==> src/eefm_pkg.sv <==
package eefm_pkg;
    localparam logic [7:0] ADDR_MASK_NV2 = 8'h80;
    localparam logic [7:0] ADDR_MASK_NV1 = 8'h81;
    localparam logic [7:0] ADDR_MASK_NV0 = 8'h82;
    localparam logic [7:0] ADDR_PACKET_OPTIONS_NV = 8'h83;
    localparam logic [7:0] ADDR_FLAGS2 = 8'hCD;
    localparam logic [7:0] ADDR_FLAGS1 = 8'hCE;
    localparam logic [7:0] ADDR_FLAGS0 = 8'hCF;
    localparam logic [7:0] ADDR_MASK2 = 8'hD0;
    localparam logic [7:0] ADDR_MASK1 = 8'hD1;
    localparam logic [7:0] ADDR_MASK0 = 8'hD2;
    localparam logic [7:0] ADDR_PACKET_OPTIONS = 8'hD3;
    localparam logic [7:0] FLAGS_RESET = 8'h00;
    localparam logic [7:0] NV_RESET = 8'h00;
    // byte1 bit positions
    localparam int B1_TX_DONE = 0;
    localparam int B1_RX_WAIT = 1;
    localparam int B1_PLAIN = 2;
    localparam int B1_SEQ_DEC = 3;
    localparam int B1_SEQ_SKIP = 4;
    localparam int B1_PAIRING = 5;
    localparam logic [7:0] B1_IMPL = 8'h3F;
    // one register access from the command decoder
    typedef struct packed {
        logic wr;
        logic rd;
        logic [7:0] addr;
        logic [7:0] data;
    } eefm_req_s;
    // event strobes, one cycle each, except rx_pending, a level that the flag follows
    typedef struct packed {
        logic tx_done;
        logic ack_requested;
        logic ack_received;
        logic rx_pending;
        logic plain_rx;
        logic enc_rx;
        logic [15:0] enc_seq;
        logic pairing_start;
        logic serial_ovf;
        logic radio_ovf;
        logic reg_write_fail;
        logic ack_retry_exhausted;
        logic payload_crc_err;
        logic header_crc_err;
        logic ack_seq_err;
        logic bad_frame_kind;
    } eefm_evt_s;
endpackage

==> src/eefm_top.sv <==
// What this block does
// - each exception sets its flag bit, which holds until cleared, except receive-waiting, which follows rx_pending
// - status output active when flag and mask both set and legacy mask zero
// - extended mask ignored for status while legacy mask is non-zero
// - reading a flag register changes no flag bit
// - flag register write stores AND of current contents and written byte
// - host writes never set flags; zero clears; some cleared by logic
// - transmit-done flag set after send, or after ack when ack requested
// - receive-waiting flag high while buffered bytes remain, cleared by itself
// - plain-packet flag set on unencrypted receive only when accepted
// - sequence-decrease flag set when encrypted sequence is lower than previous
// - sequence-skip flag set when encrypted sequence jumps by more than one
// - pairing-started flag set when pairing process begins
// - low byte bit0 serial overflow, bit1 radio buffer overflow
// - low byte bit2 set when a register write fails
// - low byte bit3 set when ack missing after maximum retries
// - low byte bit4 payload crc error, bit5 header crc error
// - low byte bit6 ack sequence error, bit7 unsupported frame kind
// - mask bits share byte offset and bit position with their flags
// - packet options stored but have no effect
// - volatile masks and options load from non-volatile copies at power-up
`timescale 1ns/10ps
`default_nettype none
module eefm_top (
    input wire logic clock,
    input wire logic rstn,
    input wire eefm_pkg::eefm_req_s req,
    input wire eefm_pkg::eefm_evt_s evt,
    input wire logic [7:0] legacy_event_mask,
    input wire logic accept_plain_packets,
    output logic [7:0] rd_data,
    output logic rd_valid,
    output logic exception_status_output
);
    logic rst_meta_reg;
    logic rst_sync_reg;
    always_ff @(posedge clock or negedge rstn) begin
        if (!rstn) begin
            rst_meta_reg <= 1'b0;
            rst_sync_reg <= 1'b0;
        end else begin
            rst_meta_reg <= 1'b1;
            rst_sync_reg <= rst_meta_reg;
        end
    end
    wire logic rst_n = rst_sync_reg;

    logic [7:0] flags_reg [3];
    logic [7:0] flags_next [3];
    logic [7:0] mask_reg [3];
    logic [7:0] mask_next [3];
    logic [7:0] mask_nv_reg [3];
    logic [7:0] mask_nv_next [3];
    logic [7:0] packet_options_reg, packet_options_next;
    logic [7:0] packet_options_nv_reg, packet_options_nv_next;
    logic [15:0] last_seq_reg, last_seq_next;
    logic seq_valid_reg, seq_valid_next;
    logic ack_wait_reg, ack_wait_next;
    logic load_reg, load_next;
    logic [7:0] rd_data_next;
    logic rd_valid_next;
    logic status_next;
    logic [7:0] set0, set1;
    logic [16:0] seq_plus1;

    always_comb begin
        seq_plus1 = {1'b0, last_seq_reg} + 17'h00001;
        set0 = {evt.bad_frame_kind, evt.ack_seq_err, evt.header_crc_err,
                evt.payload_crc_err, evt.ack_retry_exhausted,
                evt.reg_write_fail, evt.radio_ovf, evt.serial_ovf};
        set1 = 8'h00;
        // ack-requested sends wait for the ack before completing
        ack_wait_next = ack_wait_reg;
        if (evt.tx_done && evt.ack_requested && !evt.ack_received) begin
            ack_wait_next = 1'b1;
        end else if (evt.ack_received || evt.ack_retry_exhausted) begin
            ack_wait_next = 1'b0;
        end
        set1[eefm_pkg::B1_TX_DONE] = (evt.tx_done && (!evt.ack_requested || evt.ack_received))
            || (ack_wait_reg && evt.ack_received);
        set1[eefm_pkg::B1_PLAIN] = evt.plain_rx && accept_plain_packets;
        set1[eefm_pkg::B1_SEQ_DEC] = evt.enc_rx && seq_valid_reg
            && (evt.enc_seq < last_seq_reg);
        set1[eefm_pkg::B1_SEQ_SKIP] = evt.enc_rx && seq_valid_reg
            && ({1'b0, evt.enc_seq} > seq_plus1);
        set1[eefm_pkg::B1_PAIRING] = evt.pairing_start;
        last_seq_next = evt.enc_rx ? evt.enc_seq : last_seq_reg;
        seq_valid_next = seq_valid_reg || evt.enc_rx;
        load_next = 1'b0;
        packet_options_next = packet_options_reg;
        packet_options_nv_next = packet_options_nv_reg;
        for (int i = 0; i < 3; i++) begin
            flags_next[i] = flags_reg[i];
            mask_next[i] = mask_reg[i];
            mask_nv_next[i] = mask_nv_reg[i];
        end
        // host write first, then events OR in so a same-cycle event survives
        if (req.wr) begin
            if (req.addr == eefm_pkg::ADDR_FLAGS0) begin
                flags_next[0] = flags_reg[0] & req.data;
            end else if (req.addr == eefm_pkg::ADDR_FLAGS1) begin
                flags_next[1] = flags_reg[1] & req.data;
            end else if (req.addr == eefm_pkg::ADDR_FLAGS2) begin
                flags_next[2] = flags_reg[2] & req.data;
            end else if (req.addr == eefm_pkg::ADDR_MASK0) begin
                mask_next[0] = req.data;
            end else if (req.addr == eefm_pkg::ADDR_MASK1) begin
                mask_next[1] = req.data;
            end else if (req.addr == eefm_pkg::ADDR_MASK2) begin
                mask_next[2] = req.data;
            end else if (req.addr == eefm_pkg::ADDR_MASK_NV0) begin
                mask_nv_next[0] = req.data;
            end else if (req.addr == eefm_pkg::ADDR_MASK_NV1) begin
                mask_nv_next[1] = req.data;
            end else if (req.addr == eefm_pkg::ADDR_MASK_NV2) begin
                mask_nv_next[2] = req.data;
            end else if (req.addr == eefm_pkg::ADDR_PACKET_OPTIONS) begin
                packet_options_next = req.data;
            end else if (req.addr == eefm_pkg::ADDR_PACKET_OPTIONS_NV) begin
                packet_options_nv_next = req.data;
            end
        end
        flags_next[0] = flags_next[0] | set0;
        flags_next[1] = (flags_next[1] | set1) & eefm_pkg::B1_IMPL;
        flags_next[1][eefm_pkg::B1_RX_WAIT] = evt.rx_pending;
        flags_next[2] = eefm_pkg::FLAGS_RESET;
        // one cycle after release the volatile copies take the nv values
        if (load_reg) begin
            for (int i = 0; i < 3; i++) begin
                mask_next[i] = mask_nv_reg[i];
            end
            packet_options_next = packet_options_nv_reg;
        end
        // reads are pure muxes; no flag is touched
        rd_valid_next = req.rd;
        rd_data_next = 8'h00;
        if (req.addr == eefm_pkg::ADDR_FLAGS0) begin
            rd_data_next = flags_reg[0];
        end else if (req.addr == eefm_pkg::ADDR_FLAGS1) begin
            rd_data_next = flags_reg[1];
        end else if (req.addr == eefm_pkg::ADDR_FLAGS2) begin
            rd_data_next = flags_reg[2];
        end else if (req.addr == eefm_pkg::ADDR_MASK0) begin
            rd_data_next = mask_reg[0];
        end else if (req.addr == eefm_pkg::ADDR_MASK1) begin
            rd_data_next = mask_reg[1];
        end else if (req.addr == eefm_pkg::ADDR_MASK2) begin
            rd_data_next = mask_reg[2];
        end else if (req.addr == eefm_pkg::ADDR_MASK_NV0) begin
            rd_data_next = mask_nv_reg[0];
        end else if (req.addr == eefm_pkg::ADDR_MASK_NV1) begin
            rd_data_next = mask_nv_reg[1];
        end else if (req.addr == eefm_pkg::ADDR_MASK_NV2) begin
            rd_data_next = mask_nv_reg[2];
        end else if (req.addr == eefm_pkg::ADDR_PACKET_OPTIONS) begin
            rd_data_next = packet_options_reg;
        end else if (req.addr == eefm_pkg::ADDR_PACKET_OPTIONS_NV) begin
            rd_data_next = packet_options_nv_reg;
        end
        if (!req.rd) begin
            rd_data_next = 8'h00;
        end
        // status follows registered flags and masks, one cycle behind
        status_next = (legacy_event_mask == 8'h00)
            && (|((flags_reg[0] & mask_reg[0]) | (flags_reg[1] & mask_reg[1])
                | (flags_reg[2] & mask_reg[2])));
    end

    // nv copies survive the module reset, only rstn clears them
    always_ff @(posedge clock or negedge rstn) begin
        if (!rstn) begin
            for (int i = 0; i < 3; i++) begin
                mask_nv_reg[i] <= eefm_pkg::NV_RESET;
            end
            packet_options_nv_reg <= eefm_pkg::NV_RESET;
        end else begin
            for (int i = 0; i < 3; i++) begin
                mask_nv_reg[i] <= mask_nv_next[i];
            end
            packet_options_nv_reg <= packet_options_nv_next;
        end
    end

    always_ff @(posedge clock or negedge rst_n) begin
        if (!rst_n) begin
            for (int i = 0; i < 3; i++) begin
                flags_reg[i] <= eefm_pkg::FLAGS_RESET;
                mask_reg[i] <= eefm_pkg::NV_RESET;
            end
            packet_options_reg <= eefm_pkg::NV_RESET;
            last_seq_reg <= 16'h0000;
            seq_valid_reg <= 1'b0;
            ack_wait_reg <= 1'b0;
            load_reg <= 1'b1;
            rd_data <= 8'h00;
            rd_valid <= 1'b0;
            exception_status_output <= 1'b0;
        end else begin
            for (int i = 0; i < 3; i++) begin
                flags_reg[i] <= flags_next[i];
                mask_reg[i] <= mask_next[i];
            end
            packet_options_reg <= packet_options_next;
            last_seq_reg <= last_seq_next;
            seq_valid_reg <= seq_valid_next;
            ack_wait_reg <= ack_wait_next;
            load_reg <= load_next;
            rd_data <= rd_data_next;
            rd_valid <= rd_valid_next;
            exception_status_output <= status_next;
        end
    end
endmodule // eefm_top
`default_nettype wire

==> config.mk <==
export PLATFORM = sky130hd
export DESIGN_NAME = eefm_top
export DESIGN_NICKNAME = d
export VERILOG_FILES = /design/src/eefm_pkg.sv /design/src/eefm_top.sv
export SDC_FILE = /design/constraint.sdc
export NUM_CORES = 1
export LEC_CHECK = 0
export BUFFER_PORTS_ARGS = -buffer_cell sky130_fd_sc_hd__buf_2
export CORE_MARGIN = 8
export CORE_UTILIZATION = 50
export DETAILED_ROUTE_END_ITERATION = 10
export GPL_ROUTABILITY_DRIVEN = 0
export PLACE_DENSITY = 0.68
export SLEW_MARGIN = 20
export SYNTH_ARGS = -nofsm -noshare
export SYNTH_HDL_FRONTEND = slang
export SYNTH_SLANG_ARGS = --single-unit
==> constraint.sdc <==
create_clock -name clock -period 2.1 [get_ports clock]
set_input_delay 0.21 -clock clock [delete_from_list [all_inputs] [get_ports clock]]
set_output_delay 0.21 -clock clock [all_outputs]
set_load 0.05 [all_outputs]
# --- Word level (Yosys, flattened, before mapping) ---
# Cells that the tools add are included.
totals:
  out_inout_bits: 10
  ram_bits: 0
  mem_bits_ro: 0
  latchBits: 0
  n_memories: 0
  reg_bits: 109
classes:
  bitwise_logic: 17
  n_addsub: 1
  div: 0
  multipliers: 0
  shift: 0
  muxes: 40
  eq_ne: 20
  order_cmp: 2
  n_reduce_logical: 31
op_table:
  columns: ["operator", "n"]
  rows:
  - ["$mux W8", 30]
  - ["$mux W24", 6]
  - ["$eq A8 B8 Y1 const B", 11]
  - ["$mux W16", 2]
  - ["$ne A2 B2 Y1 const B", 9]
  - ["$add A16 B1 Y17 const B", 1]
  - ["$gt A16 B17 Y1", 1]
  - ["$and A6 B8 Y8", 2]
  - ["$and A8 B8 Y8", 2]
  - ["$lt A16 B16 Y1", 1]
  - ["$or A8 B8 Y8", 2]
  - ["$reduce_and A12 Y1", 1]
  - ["$reduce_bool A2 Y1", 6]
  - ["$reduce_and A11 Y1", 1]
  - ["$not A1 Y1", 10]
  - ["$reduce_and A10 Y1", 1]
  - ["$logic_and A1 B1 Y1", 9]
  - ["$reduce_and A9 Y1", 1]
  - ["$logic_not A8 Y1", 1]
  - ["$reduce_and A8 Y1", 1]
  - ["$reduce_or A8 Y1", 1]
  - ["$reduce_and A7 Y1", 1]
  - ["$or A6 B6 Y6", 1]
  - ["$reduce_and A6 Y1", 1]
  - ["4 further kinds", 9]

# --- Longest topological paths before layout ---
# Gate-level depths: netlist of the first run.
logic_depth:
  word_depth: 13
  mapped_depth: 10
  mapped_depth_nobuf: 10

# --- Least setup slack after synthesis of the first run ---
# No wires, ideal clock.
synth_timing:
  path_type: "register to register"
  startpoint: "register last_seq_reg[0]"
  endpoint: "register flags_reg[12] (netlist name)"
  t_arrival_ns: 2.226
  slack_ns: -0.258
  stages_incl_launch_ff: 9
  required_ns: 1.968
  synth_period_minus_slack_ns: 2.358
  setup_ns: 0.132
  cell_sequence: "dfrtp_1 ha_1 and3_1 xnor2_1 ha_1 a22o_1 or4_1 a221oi_1 o41ai_1"
synth_rtl:
  columns: ["element", "line_no", "source"]
  rows:
  - ["from (decl)", "eefm_top.sv:56", "logic [15:0] last_seq_reg, last_seq_next;"]
  - ["from (signal assigned)", "eefm_top.sv:204", "last_seq_reg <= last_seq_next;"]
  - ["to (signal, indexed assignment)", "eefm_top.sv:187", "flags_reg[i] <= eefm_pkg::FLAGS_RESET;"]
  - ["to (signal, indexed assignment)", "eefm_top.sv:200", "flags_reg[i] <= flags_next[i];"]
  - ["to (decl)", "eefm_top.sv:48", "logic [7:0] flags_reg [3];"]

==> results.txt, run 1 <==
* Least-Margin Pin Slew: 805 ps
- Maximum buffer depth of the clock tree: 2
- Area occupied by multi-input gates: 3420 um^2
* Sequential cell area: 2730 um^2
- In this run the core area contains 41 standard-cell rows.
- Total GRT Usage: 22.1%
- Area of the mapped netlist: 6350 um^2
- Most common cell after layout, fill and taps aside: dfrtp_1
- Summed over all nets, the half-perimeter wirelength after detailed placement is 13000 um.
- The die is 129 um tall.
* Final Hold Viols: 0
* Number of buffers inserted during clock tree synthesis: 9
* LEAKAGE: 0.00337 uW
- Number of levels the H-tree was split into: 3
- Pint: 3740 uW
* Fraction of power consumed by combinational cells: 15.6%
- Excluding fillers, the count of instances in the completed layout stands at 931.
- For this run, the share of the core covered by cells in the final layout is 60.8%.
* Drt first-iter violations: 275
- In the routed layout, each cell is associated on average with a via count of 5.73.
- Fin crit period: 2360 ps
- For this block, the routed nets add up to 17200 um of wire.
* Effective utilization at floorplan: 50.7%
- In this run the worst path has a maximum fanout of 3.
- Of all flip-flops after synthesis, the portion carrying an async set or reset was 100%.
- The share of total power dissipated in the clock network is 39.3%.
- MaxCap Viol Count: 0
* Area grow syn2layout: 19.9%
- A synthesized cell averages 9.74 um^2.
* Fraction of final layout cells with drive strength greater than 1: 26.6%
* Maximum vdd ir drop: 0.413 mV
- Number of remaining DRC errors: 0
* Number of nets at the end of the flow: 847
- Net switching is 26.0% of the power.
* Ports placed on the boundary: 70
* CP startpoint kind: flop
* Run status: finished, violations left
- In this run the tool buffered the top-level ports with 69 buffer cells.
- TritonCTS built the clock tree.
* Type of destination of the critical path: flop
- Number of antenna-violating nets in the routed design: 0
- Post-synthesis cell type with the largest combined area: dfrtp_1
- The clock reaches the later pin of the worst-skew pair after 360 ps.
- Max-slew violation count: 0
- Number of failing setup endpoints in the final timing report: 1
* Power Total: 5060 uW
* Sw Pwr: 1320 uW
- The clock arrives with 8.62 ps of skew.
- Crit path setup slack, layout: -261 ps
* Number of instances in the synthesized netlist: 652
* Global route total overflow: 0
* Post-synthesis sequential area ratio: 43.0%
* Yosys top cell area share: 42.6%
- Number of clock sinks: 109
* # diodes: 0
* Clock root buffer: clkbuf_16
- Clock-pin slew was measured on the worst setup and hold paths at 70 ps.
* Max-slew headroom at the worst pin: 46.4%
- Path type of the worst min-delay path: in -> reg
- Counting every net in the synthesized netlist gives 745.
- Router iterations before antenna repair: 4
* #FFs+latches synth: 109
- Library cells used by synthesis: 58
* Fill cell instance count of the final layout: 1082
- Antenna violations before repair: 0
- At the worst endpoint, the arrival time is 2600 ps.
- Core region area: 12500 um^2
- Die Width: 129 um
- The final reports fail on setup timing.
* Power density over the cells: 665 nW/um^2
- Dividing the detail-routed wire length by the instance count gives 18.5 um.
* Number of warnings printed during yosys synthesis: 0
* Top flip-flop cell by instance count after synthesis: dfrtp_1
- Data on the critical path is required at its endpoint by 2330 ps.
* Ratio of final minimum period to clock period: 112%
* Unrepaired setup endpoints after global routing: yes
- Maximum achievable frequency: 424 MHz
- Most area-consuming cells after synthesis: dfrtp_1, ha_1, mux2i_1, mux2_2, o21ai_0
- The number of placed instances, taps included, is 910.
- The first global-routing pass estimated 28600 um of wire.
- The worst setup path is of the reg -> reg kind.
* Die Footprint: 16600 um^2
* Number of flops mapped to enable cells by yosys: 0
* Maximum number of pins on one net before global-route repair: 65
- Leaving out fill and tap cells, the most frequent cells in the layout are dfrtp_1, nand2_1, o21ai_0.
- Vias in the first global route: 5699
* Proportion of power drawn by flip-flops and latches: 45.2%
- Total number of vias: 5332
[logic make-up after synthesis]
kind of cell / after synthesis / share of synthesized area [%]
AO/OA/AOI/OAI: 176 / 17.0
XOR/XNOR: 14 / 1.93
adder cells (fa/ha/maj): 33 / 6.50
buffers and inverters: 58 / 3.92
flip-flops: 109 / 43.0
multiplexers: 73 / 12.2
other: 2 / 0.118
AND/OR/NAND/NOR: 187 / 15.4
[repair_timing]
action,CTS,global route
gates resized for setup,4,2
hold endpoints to repair,35,0
hold buffers,2,0
pin swaps,5,0
setup endpoints to repair,1,2
buffers inserted,3,0
[Yosys cell counts, drive strengths merged, types with 6 or more instances]
cell	n
nand2	86
a22o	6
nor2b	11
inv	21
nor2	21
o2bb2ai	7
nand4	7
dfrtp	108
a21oi	25
buf	13
ha	33
nand2b	15
clkbuf	24
mux2	33
nor3	9
mux2i	40
nand3	20
a31oi	7
o211ai	7
xnor2	14
o21ai	84
o22ai	6
[critical path, stage by stage, from the launching register on]
cell and delay [ps]:
dfrtp_1 370, inv_1 80, nor3_2 200, and3_4 220, xnor2_1 120, ha_1 270, a22o_1 210, or4_1 410
a221oi_2 260, o41ai_1 100
[area by class of cell]
| type | instances | area share, % |
|---|---|---|
| multi-input cells | 485 | 44.9 |
| flip-flops and latches | 109 | 35.9 |
| repair buffers | 128 | 10.7 |
| clock buffers | 10 | 3.14 |
| well taps | 172 | 2.83 |
| clock inverters | 6 | 1.43 |
| inverters | 21 | 1.04 |
[stage by stage]
stage               instance area [um^2]  hold slack (ps)  setup slack [ps]  setup TNS, ps
finish                              7610             13.0              -261           -261
global route                        7610             10.4              -453           -453
CTS                                 7600             4.94              -275           -275
detailed placement                  7200              286              -383           -383
global placement                    7200              283              -247           -247
floorplan                           6380            -85.6              -188           -188
[per-layer routing]
layer	share of wire (%)	vias to the layer above	wire [um]	global-route usage [%]
met5	0	-	0	0
met4	2.6	0	450	8.91
met3	5.4	37	935	5.92
met2	51	153	8680	38.1
met1	41	2583	7110	25.4
li1	-	2559	-	-
[final timing paths]
path	from	endpoint	slack, ps	cells after the start
setup / recovery	last_seq_reg[3]	flags_reg[12]	-260	9
hold / removal	evt[28]	ack_wait_reg	10	2
setup reg to reg	last_seq_reg[3]	flags_reg[12]	-260	9
hold reg to reg	rst_n	packet_options_reg[5]	270	0
max in group asynchronous	rstn	rst_n	1030	2
min in group asynchronous	rst_n	packet_options_reg[5]	270	0
[power groups by stage]
stage	Combinational [uW]	Sequential, uW	Clock, uW
after global routing	882	2300	2110
after floorplan	434	2320	0
final	787	2290	1990
after CTS	783	2280	2020
after global placement	735	2320	0
after detailed placement	766	2320	0
No activity file was read; power rests on OpenSTA's default activity.
==> run 2: changes to the inputs <==
==> constraint.sdc (replaced) <==
create_clock -name clock -period 2.1 [get_ports clock]
set_input_delay 0.525 -clock clock [delete_from_list [all_inputs] [get_ports clock]]
set_output_delay 0.525 -clock clock [all_outputs]
set_load 0.05 [all_outputs]
==> run 2 against run 1 <==
Compared with the run above: critical path type unchanged; the flow still finishes with violations (setup timing); register-to-register slack worse by 60 ps; hold slack better by 130 ps; design area increased by 2.0%; die area stayed put; via count grew 2.7%; setup slack worse by 64 ps; wire length up 2.8%; clock power down 14%; critical endpoint unchanged; clock skew hardly changed; largest power group unchanged; combinational power grew 2%; power down 4.8%.
==> results.txt, run 2 (same netlist as run 1, synthesis figures left out) <==
* Max-slew headroom at the worst pin: 59.4%
* Ratio of final minimum period to clock period: 115%
- CP startpoint kind: flop
* Global-route wire length before repair: 28900 um
- After the last flow step, the layout net total stands at 865.
* Cts hold-fix bufs: 0
- Setup repair after global routing could not meet its margin everywhere.
- The tool flagged a number of max-cap violations equal to 0.
* Count of placed standard cells including taps: 932
* # diodes: 0
- Run status: finished, violations left
* Power density over the cells: 620 nW/um^2
- Top fanout value on the critical path: 4
- Core region area: 12500 um^2
- Post-DR wirelength/cell: 18.6 um
* Drt total wl: 17700 um
- The clock reaches the later pin of the worst-skew pair after 350 ps.
- Clock tree synthesis inserted a total of 9 buffers.
* Die Width: 129 um
* Number of antenna-violating nets in the routed design: 0
* Number of levels the H-tree was split into: 3
- Cells with a size suffix above 1 make up 28.3% of the layout.
- TritonCTS built the clock tree.
- Leaving out fill and tap cells, the most frequent cell in the layout is dfrtp_1.
- The number of pins with negative max-slew slack in the final report came to 0.
- Counting I/O delays and the setup requirement, the final critical path takes 2430 ps.
- Derived from the worst setup path, the maximum achievable clock frequency is 412 MHz.
- Class of the most critical setup path: reg -> reg
- IO Port Bufs: 69
- Detailed placement finished with a half-perimeter wire length of 13500 um.
- Type of destination of the critical path: flop
* Ports placed on the boundary: 70
- Maximum buffer depth of the clock tree: 2
- Least-Margin Pin Slew: 609 ps
- Row generation in the floorplan step produced 41 rows.
* Global route total overflow: 0
- Relative to the synthesized area, the layout overhead comes to 22.2%.
- Detailed routing inserted a total of 5476 vias.
- Number of cells in the finished layout apart from fillers: 949
* Clk pin slew, worst setup/hold paths: 70 ps
- Data on the critical path arrives at its endpoint at 2650 ps.
- Crit path setup slack, layout: -325 ps
- The floorplan step defined a die boundary enclosing 16600 um^2.
* LEAKAGE: 0.00345 uW
- Measured along the y axis, the die boundary spans 129 um.
- In the routed design, unresolved DRC markers number 0.
- Worst Clk Skew: 8.81 ps
- Setup violations remaining at the end of the flow were counted as 1.
- The total count of hold-check failures in the final report is 0.
* Antenna violations before repair: 0
- Total GRT Usage: 22.2%
- Once the floorplan was initialized, standard cells occupied 50.7% of the core.
* Commonest cells after routing, fill and taps aside: dfrtp_1, nand2_1, o21ai_0
- Power Total: 4810 uW
- Router iterations before antenna repair: 5
- Path type of the worst min-delay path: in -> async
* Clock root buffer: clkbuf_16
* Crit path required time: 2330 ps
* Via/cell ratio: 5.77
- Violated checks: setup timing
* Maximum vdd ir drop: 0.375 mV
* Vias in the first global route: 5796
- Measured on the finished design, the core utilization comes to 62.0%.
- Entering global routing, the biggest net connects 65 pins.
- Drt first-iter violations: 340
- Number of clock sinks: 109
-- run 2: changes by cell type in the layout (fill, tap and decap cells not counted), sizes merged --
cell | before | now
bufinv | 3 | 1
dlygate4sd3 | 2 | 0
clkinvlp | 0 | 1
buf | 126 | 146
inv | 22 | 21
clkinv | 2 | 1
clkbuf | 10 | 13
-- run 2: metal layers --
layer  wire, um  up-vias  track usage, %
li1           -     2591               -
met1       7280     2678            25.6
met2       8930      162            39.0
met3        861       45            4.92
met4        589        0            9.05
met5          0        -               0
-- run 2: final timing paths --
path,cells past startpoint,slack [ps],to,from
setup / recovery,8,-330,flags_reg[12],last_seq_reg[0]
hold / removal,1,150,packet_options_nv_reg[7],rstn
setup reg to reg,8,-330,flags_reg[12],last_seq_reg[0]
hold reg to reg,0,310,packet_options_reg[4],rst_n
max in group asynchronous,1,1200,flags_reg[17],rst_n
min in group clock,1,270,flags_reg[9],evt[27]
-- run 2: layout make-up --
type                            count  area [um^2]
Tap cell                          172          215
Clock inverter                      3         46.3
Multi-Input combinational cell    485         3430
Fill cell                        1084         4750
Clock buffer                       13          250
Sequential cell                   109         2730
Timing Repair Buffer              146         1010
Inverter                           21         78.8
-- run 2: worst max-delay path: stages, from the launching register on --
cell and delay (ps):
dfrtp_1 410, ha_2 230, and3_4 200, xnor2_1 120, ha_1 310, a22o_1 210
or4_1 420, a221oi_2 290, o41ai_2 110
-- run 2: through the flow --
stage	setup TNS [ps]	cell area (um^2)	hold slack, ps	setup slack, ps
6_report	-325	7760	146	-325
5_1_grt	-445	7760	177	-445
4_1_cts	-303	7740	158	-303
3_5_place_dp	-8090	7430	314	-391
3_3_place_gp	-6940	7430	314	-245
2_1_floorplan	-188	6380	229	-188
-- run 2: power breakdown --
part	internal, uW	total (uW)	switching [uW]
combinational	360	803	442
sequential	2200	2290	89.7
clock	962	1720	762
-- run 2: repair_timing --
action | CTS | global route
gates resized for setup | 3 | 5
setup endpoints to repair | 1 | 1
endpoints found under the hold margin | 0 | 0
pin swaps | 5 | 0
gates cloned | 0 | 0
buffers inserted | 1 | 0
